**config.mk**
```make
export PLATFORM = sky130hd
export DESIGN_NAME = sfi_slave
export DESIGN_NICKNAME = d
export VERILOG_FILES = /design/src/sfi_pkg.sv /design/src/sfi_slave.sv
export SDC_FILE = /design/constraint.sdc
export NUM_CORES = 1
export LEC_CHECK = 0
export BUFFER_PORTS_ARGS = -buffer_cell sky130_fd_sc_hd__buf_2
export CAP_MARGIN = 30
export CELL_PAD_IN_SITES_DETAIL_PLACEMENT = 1
export CELL_PAD_IN_SITES_GLOBAL_PLACEMENT = 1
export CORE_MARGIN = 2
export CORE_UTILIZATION = 35
export CTS_CLUSTER_SIZE = 30
export DETAILED_ROUTE_END_ITERATION = 10
export PLACE_DENSITY = 0.7
export RECOVER_POWER = 100
export REMOVE_ABC_BUFFERS = 1
export SYNTH_ARGS = -nofsm -noshare
export SYNTH_HDL_FRONTEND = slang
export SYNTH_SLANG_ARGS = --single-unit
```
**constraint.sdc**
```tcl
create_clock -name clk_i -period 2.7 [get_ports clk_i]
set_clock_uncertainty 0.2 [all_clocks]
set_input_delay 0.405 -clock clk_i [delete_from_list [all_inputs] [get_ports clk_i]]
set_output_delay 0.405 -clock clk_i [all_outputs]
set_load 0.05 [all_outputs]
```
**src/sfi_pkg.sv**
```systemverilog
// Package and two-flop synchroniser for the serial frame slave
`default_nettype none

package sfi_pkg;
  localparam int unsigned FRAME_W = 8;
  localparam int unsigned CNT_W = 3;
  localparam logic [CNT_W-1:0] CNT_ZERO = 3'h0;
  localparam logic [CNT_W-1:0] CNT_ONE = 3'h1;
  localparam logic [FRAME_W-1:0] FRAME_ZERO = 8'h00;
  // Fixed answer after a faulty transfer; arbitrary pattern
  localparam logic [FRAME_W-1:0] ERR_RESP = 8'h00_A5;
  localparam int unsigned MSB = FRAME_W - 1;
  // Decoded command frame handed to the device core
  typedef struct packed {
    logic valid;
    logic [FRAME_W-1:0] data;
  } sfi_cmd_t;
  localparam sfi_cmd_t CMD_IDLE = '{valid: 1'b0, data: FRAME_ZERO};
endpackage

////////////////////////////////////////////////////////////////////////////////

module sfi_sync #(
  parameter int unsigned W = 1,
  parameter logic [W-1:0] RST_VAL = '0
) (
  input wire logic clk_i,
  input wire logic rst_b_i,
  input wire logic ce_i,
  input wire logic [W-1:0] d_i,
  output var logic [W-1:0] q_o
);
  logic [W-1:0] meta_q;

  // Two stages, first read only by the second
  always_ff @(posedge clk_i or negedge rst_b_i) begin
    if (!rst_b_i) begin
      meta_q <= RST_VAL;
      q_o <= RST_VAL;
    end else if (ce_i) begin
      meta_q <= d_i;
      q_o <= meta_q;
    end
  end
endmodule

`default_nettype wire

```
**src/sfi_slave.sv**
```systemverilog
// Serial frame slave: shift register, bit counter and frame check
// What this block does
// - While select is high, clock and input are ignored and output floats.
// - Input bits are taken on clock falls, output changes on clock rises.
// - At select rise a command is decoded only after a nonzero multiple of 8 pulses, else the error flag is set.
// - At select fall the pending answer is loaded into the shift register.
// - At select fall the output starts driving the level seen on the input.
// - At select rise after a good transfer the frame is handed over on cmd_o for one cycle.
// - Bits travel most significant first in both directions.
// - One 8 bit shift register takes one bit per clock and shows the bit leaving at the output.
// - The answer to a command comes in the following transfer.
// - After a faulty transfer the next answer is a fixed error frame.
`default_nettype none

module sfi_slave (
  input wire logic clk_i,
  input wire logic rst_b_i,
  input wire logic ce_i,
  input wire logic sclk_i,
  input wire logic cs_b_i,
  input wire logic si_i,
  input wire logic [sfi_pkg::FRAME_W-1:0] resp_data_i,
  output var logic so_o,
  output var logic so_oe_o,
  output var sfi_pkg::sfi_cmd_t cmd_o,
  output var logic transfer_error_flag_o
);
  logic [2:0] pins_s;
  logic sclk_s;
  logic cs_b_s;
  logic si_s;
  logic sclk_prev_q;
  logic cs_b_prev_q;
  logic [sfi_pkg::FRAME_W-1:0] shreg_q;
  logic [sfi_pkg::FRAME_W-1:0] shreg_d;
  logic [sfi_pkg::CNT_W-1:0] cnt_q;
  logic [sfi_pkg::CNT_W-1:0] cnt_d;
  logic any_q;
  logic any_d;
  logic bad_open_q;
  logic bad_open_d;
  logic so_d;
  logic so_oe_d;
  logic err_d;
  sfi_pkg::sfi_cmd_t cmd_d;

  //////////////////////////////////////////////////////////////////////////////
  // Pin synchronisers, select resets to deselected
  sfi_sync #(
    .W(3),
    .RST_VAL(3'h1)
  ) u_sync (
    .clk_i(clk_i),
    .rst_b_i(rst_b_i),
    .ce_i(ce_i),
    .d_i({si_i, sclk_i, cs_b_i}),
    .q_o(pins_s)
  );
  assign cs_b_s = pins_s[0];
  assign sclk_s = pins_s[1];
  assign si_s = pins_s[2];

  // Edge decode on the synchronised pins
  wire selected = !cs_b_s && !cs_b_prev_q;
  wire cs_fall = !cs_b_s && cs_b_prev_q;
  wire cs_rise = cs_b_s && !cs_b_prev_q;
  wire sclk_fall = selected && sclk_prev_q && !sclk_s;
  wire sclk_rise = selected && !sclk_prev_q && sclk_s;
  wire sclk_high = sclk_s || sclk_prev_q;

  // Whole-byte check at close of access
  wire frame_good = any_q && (cnt_q == sfi_pkg::CNT_ZERO)
                    && !bad_open_q && !sclk_high;

  // Answer chosen at open of access
  wire [sfi_pkg::FRAME_W-1:0] load_val = transfer_error_flag_o ?
    sfi_pkg::ERR_RESP : resp_data_i;

  //////////////////////////////////////////////////////////////////////////////
  // Shift register: MSB leaves first, new bit enters at LSB
  assign shreg_d = cs_fall ? load_val :
                   sclk_fall ? {shreg_q[sfi_pkg::MSB-1:0], si_s} :
                   shreg_q;

  // Modulo-8 pulse counter, cleared at open
  assign cnt_d = cs_fall ? sfi_pkg::CNT_ZERO :
                 sclk_fall ? cnt_q + sfi_pkg::CNT_ONE : cnt_q;
  assign any_d = cs_fall ? 1'b0 : (any_q || sclk_fall);
  assign bad_open_d = cs_fall ? sclk_high : bad_open_q;

  // Output pin: float when deselected, follow input at open
  assign so_oe_d = cs_fall ? 1'b1 : (cs_b_s ? 1'b0 : so_oe_o);
  assign so_d = cs_fall ? si_s :
                sclk_rise ? shreg_q[sfi_pkg::MSB] :
                so_o;

  // Command hand-over and error flag
  assign cmd_d = '{valid: cs_rise && frame_good, data: shreg_q};
  assign err_d = (cs_rise && !frame_good) ? 1'b1 :
                 cs_fall ? 1'b0 : transfer_error_flag_o;

  //////////////////////////////////////////////////////////////////////////////
  // State registers
  always_ff @(posedge clk_i or negedge rst_b_i) begin
    if (!rst_b_i) begin
      sclk_prev_q <= 1'b0;
      cs_b_prev_q <= 1'b1;
      shreg_q <= sfi_pkg::FRAME_ZERO;
      cnt_q <= sfi_pkg::CNT_ZERO;
      any_q <= 1'b0;
      bad_open_q <= 1'b0;
    end else if (ce_i) begin
      sclk_prev_q <= sclk_s;
      cs_b_prev_q <= cs_b_s;
      shreg_q <= shreg_d;
      cnt_q <= cnt_d;
      any_q <= any_d;
      bad_open_q <= bad_open_d;
    end
  end

  // Output registers
  always_ff @(posedge clk_i or negedge rst_b_i) begin
    if (!rst_b_i) begin
      so_o <= 1'b0;
      so_oe_o <= 1'b0;
      cmd_o <= sfi_pkg::CMD_IDLE;
      transfer_error_flag_o <= 1'b0;
    end else if (ce_i) begin
      so_o <= so_d;
      so_oe_o <= so_oe_d;
      cmd_o <= cmd_d;
      transfer_error_flag_o <= err_d;
    end
  end
endmodule

`default_nettype wire

```
==> PnR_summary.wiki <==
{| class="wikitable"
! Metric !! Value
|-
| Final-layout setup total negative slack || 0 ns
|-
| Critical hold path startpoint || cs_b_i
|-
| Kind of start point of the critical path || input port
|-
| Placement-stage cell area || 1690 sq um
|-
| Die H || 69.9 um
|-
| Drt wl/cell || 15.3 um
|-
| GRT Total Usage || 0.138
|-
| Clock insertion delay at the later pin of the skew report || 0.28 ns
|-
| Total power draw || 1.99 mW
|-
| Register area share after synthesis || 0.547
|-
| Die ar. || 4880 sq um
|-
| Number of buffers created by CTS || 5
|-
| Resized cells post-CTS || 0
|-
| Fin Hold WS || 0.156 ns
|-
| Finished layout cell area || 1790 sq um
|-
| Met1 Resource Use GR || 0.176
|-
| Initial cell density of the core || 0.371
|-
| Kind of end point of the critical path || flop
|-
| Class of the most critical setup path || in2reg
|-
| Depth of the worst register-to-register path || 3
|-
| Number of iterations in the first detailed-routing pass || 2
|-
| R2r setup slk || 0.62 ns
|-
| Reg-to-reg critical path endpoint || shreg_q[3]
|-
| Number of clock sinks || 33
|-
| First-iteration detailed-routing DRC count || 15
|-
| Maximum level of the CTS H-tree || 2
|-
| Synthesis-stage register bit count || 33
|-
| Maximum VDD drop || 0.000554 V
|-
| Cells after synthesis || 119
|-
| RSZ-0062 raised after global routing || no
|-
| Min-Delay Path Class || in2reg
|-
| Syn avg cell area || 12.8 sq um
|-
| Worst Hold Depth || 2
|-
| Most used cell, CP || sky130_fd_sc_hd__clkbuf_1
|-
| Relative slew slack || 0.525
|-
| Clock slew seen by the registers of the worst setup and hold paths || 0.07 ns
|-
| Placement Rows || 23
|-
| Power per Cell Area || 1110 nW/um^2
|-
| Post-route minimum period || 2.11 ns
|-
| Final hold violation count || 0
|-
| Max-slew violation total from the final report || 0
|-
| Met2 routing resource usage after global routing || 0.216
|-
| Destination of the worst hold path || u_sync.meta_q[0]
|-
| Cell variety after synth || 31
|-
| Sequential cell area || 830 sq um
|-
| Chain of cells forming the critical path || clkbuf_1 -> clkbuf_1 -> nand4bb_1 -> o311ai_0 -> o41ai_1
|-
| Cell at the slowest stage of the critical path || sky130_fd_sc_hd__clkbuf_1
|-
| Post-CTS Hold Fix Bufs || 1
|-
| Number of inserted filler cells in the final layout || 473
|-
| Slowest Stage Delay on Critical Path || 0.54 ns
|-
| Required time at the endpoint of the critical path || 2.66 ns
|-
| Placeable core area || 4090 sq um
|-
| Outcome || completed
|-
| Arrival time reported for the critical path endpoint || 2.06 ns
|-
| Post-CTS Setup Bufs || 0
|-
| Final setup viols || 0
|-
| Largest fanout of any net on the critical path || 14
|-
| Post-detailed-route count of antenna-violating nets || 0
|-
| Number of standard cells in the layout, taps in and fillers out || 200
|-
| Top-level port count || 26
|-
| Cell area after synthesis || 1520 sq um
|-
| Wire length of the first global-routing pass || 5210 um
|-
| Max-cap check violation count || 0
|-
| Post-Place Cells || 191
|-
| Met3 track demand over resource || 0.0361
|-
| Startpoint of the worst-slack reg-to-reg timing path || cs_b_prev_q
|-
| Buffers on Ports || 25
|-
| Clock Path Buffers || 2
|-
| Per-cell via count in the routed design || 4.99
|-
| Yosys warning total || 0
|-
| Most common library cell in the layout ignoring fill and taps || sky130_fd_sc_hd__dfrtp_1
|-
| Peak clock frequency supported by timing || 475 MHz
|-
| Gp weighted congestion || 0.733
|-
| Final net count || 165
|-
| Count of unresolved DRC violations after routing || 0
|-
| Leakage || 0.768 nW
|-
| Antenna violations before repair || 0
|-
| Maximum number of pins on one net before global-route repair || 34
|-
| Most Crowded Layer GR || met2
|-
| Detailed Route WL || 3070 um
|-
| Most frequent cells in the layout || sky130_fd_sc_hd__dfrtp_1 (30), sky130_fd_sc_hd__mux2_2 (20), sky130_fd_sc_hd__clkbuf_1 (15)
|-
| Vias in the first global route || 1068
|-
| Share of layout cells above drive strength 1 || 0.287
|-
| Area of combinational cells with multiple inputs || 624 sq um
|-
| Layout overhead on the synthesized area || 18.1%
|-
| Tightest Pin Transition || 0.712 ns
|-
| Antenna diode count || 0
|-
| HPWL after DPL || 2200 um
|-
| TritonCTS clock tree || done
|-
| Routed vias || 998
|-
| Library cell used as clock root buffer || sky130_fd_sc_hd__clkbuf_8
|-
| Overall overflow remaining after global route || 0
|-
| Crit share post-route || 0.780
|-
| Horizontal die dimension || 69.9 um
|}
[per-layer routing]
layer,vias to the layer above,part of all wire
met5,-,0
met4,0,0.022
met3,7,0.035
met2,16,0.46
met1,492,0.48
li1,483,-
[power breakdown]
group	leakage (nW)	internal [mW]	switching (mW)
combinational	0.320	0.227	0.474
clock	0.0585	0.301	0.175
sequential	0.389	0.681	0.135
[cells in the mapped netlist]
cell type | n | share of area
sky130_fd_sc_hd__a21oi_1 | 4 | 0.013
sky130_fd_sc_hd__a21oi_4 | 1 | 0.011
sky130_fd_sc_hd__a22o_1 | 1 | 0.0058
sky130_fd_sc_hd__a2bb2oi_1 | 1 | 0.0058
sky130_fd_sc_hd__and4_1 | 1 | 0.0058
sky130_fd_sc_hd__and4bb_2 | 1 | 0.0082
sky130_fd_sc_hd__buf_2 | 3 | 0.0099
sky130_fd_sc_hd__buf_6 | 1 | 0.0074
sky130_fd_sc_hd__dfrtp_1 | 30 | 0.49
sky130_fd_sc_hd__dfstp_2 | 3 | 0.052
sky130_fd_sc_hd__ha_1 | 2 | 0.016
sky130_fd_sc_hd__inv_1 | 9 | 0.022
sky130_fd_sc_hd__inv_2 | 1 | 0.0025
sky130_fd_sc_hd__mux2_1 | 1 | 0.0074
sky130_fd_sc_hd__mux2_2 | 20 | 0.15
sky130_fd_sc_hd__mux2i_1 | 5 | 0.033
sky130_fd_sc_hd__nand2_1 | 3 | 0.0074
sky130_fd_sc_hd__nand2b_1 | 4 | 0.016
sky130_fd_sc_hd__nand3b_1 | 1 | 0.0049
sky130_fd_sc_hd__nand4bb_1 | 1 | 0.0074
sky130_fd_sc_hd__nor2_1 | 5 | 0.012
sky130_fd_sc_hd__nor2b_4 | 1 | 0.0091
sky130_fd_sc_hd__o21a_1 | 1 | 0.0049
sky130_fd_sc_hd__o21ai_0 | 3 | 0.0099
sky130_fd_sc_hd__o21ai_1 | 6 | 0.020
sky130_fd_sc_hd__o2bb2ai_1 | 1 | 0.0058
sky130_fd_sc_hd__o311ai_0 | 1 | 0.0058
sky130_fd_sc_hd__o31ai_1 | 1 | 0.0049
sky130_fd_sc_hd__o41ai_1 | 1 | 0.0058
sky130_fd_sc_hd__or4b_1 | 3 | 0.020
sky130_fd_sc_hd__or4bb_1 | 3 | 0.022
[sequential cells by signal, summed over array words and instances (netlist names), 3 cells and up]
name,cells
shreg_q,8
u_sync.meta_q,3
u_sync.q_o,3
cnt_q,3
cmd_o,9
[layout make-up]
class,instances,share of cell area
Sequential cell,33,0.463
Multi-Input combinational cell,72,0.348
Timing Repair Buffer,27,0.0684
Clock buffer,7,0.0482
Tap cell,50,0.0349
Inverter,10,0.0209
Clock inverter,1,0.0167
[critical path: cells and delay by family]
family          cells  cell delay (ns)
compound gates      2             0.45
buf+inv             2             0.97
simple gates        1             0.23
[through the flow]
step                      utilization  setup slack (ns)
after global placement          0.413             0.869
final                           0.439             0.593
after global routing            0.439             0.424
after detailed placement        0.413             0.816
after floorplan                     -              1.03
after CTS                       0.444             0.838
[worst max-delay path by stage]
| stage | startpoint | to | slack (ns) | cells after the start |
|---|---|---|---|---|
| 3_3_place_gp | ce_i | shreg_q[3] | 0.87 | 4 |
| 4_1_cts | cs_b_prev_q | shreg_q[3] | 0.84 | 3 |
| 2_1_floorplan | cs_b_prev_q | shreg_q[1] | 1.03 | 3 |
| 5_1_grt | ce_i | cnt_q[0] | 0.42 | 5 |
| 6_report | ce_i | cnt_q[2] | 0.59 | 5 |
| 3_5_place_dp | ce_i | shreg_q[3] | 0.82 | 4 |
[cells by family after synthesis]
group | Yosys count | share of synthesized area
simple gates | 23 | 0.114
compound gates | 21 | 0.0923
fa+ha+maj | 2 | 0.0165
buf+inv | 14 | 0.0420
mux | 26 | 0.189
flops | 33 | 0.547
Power figures use the tool's default switching activity.
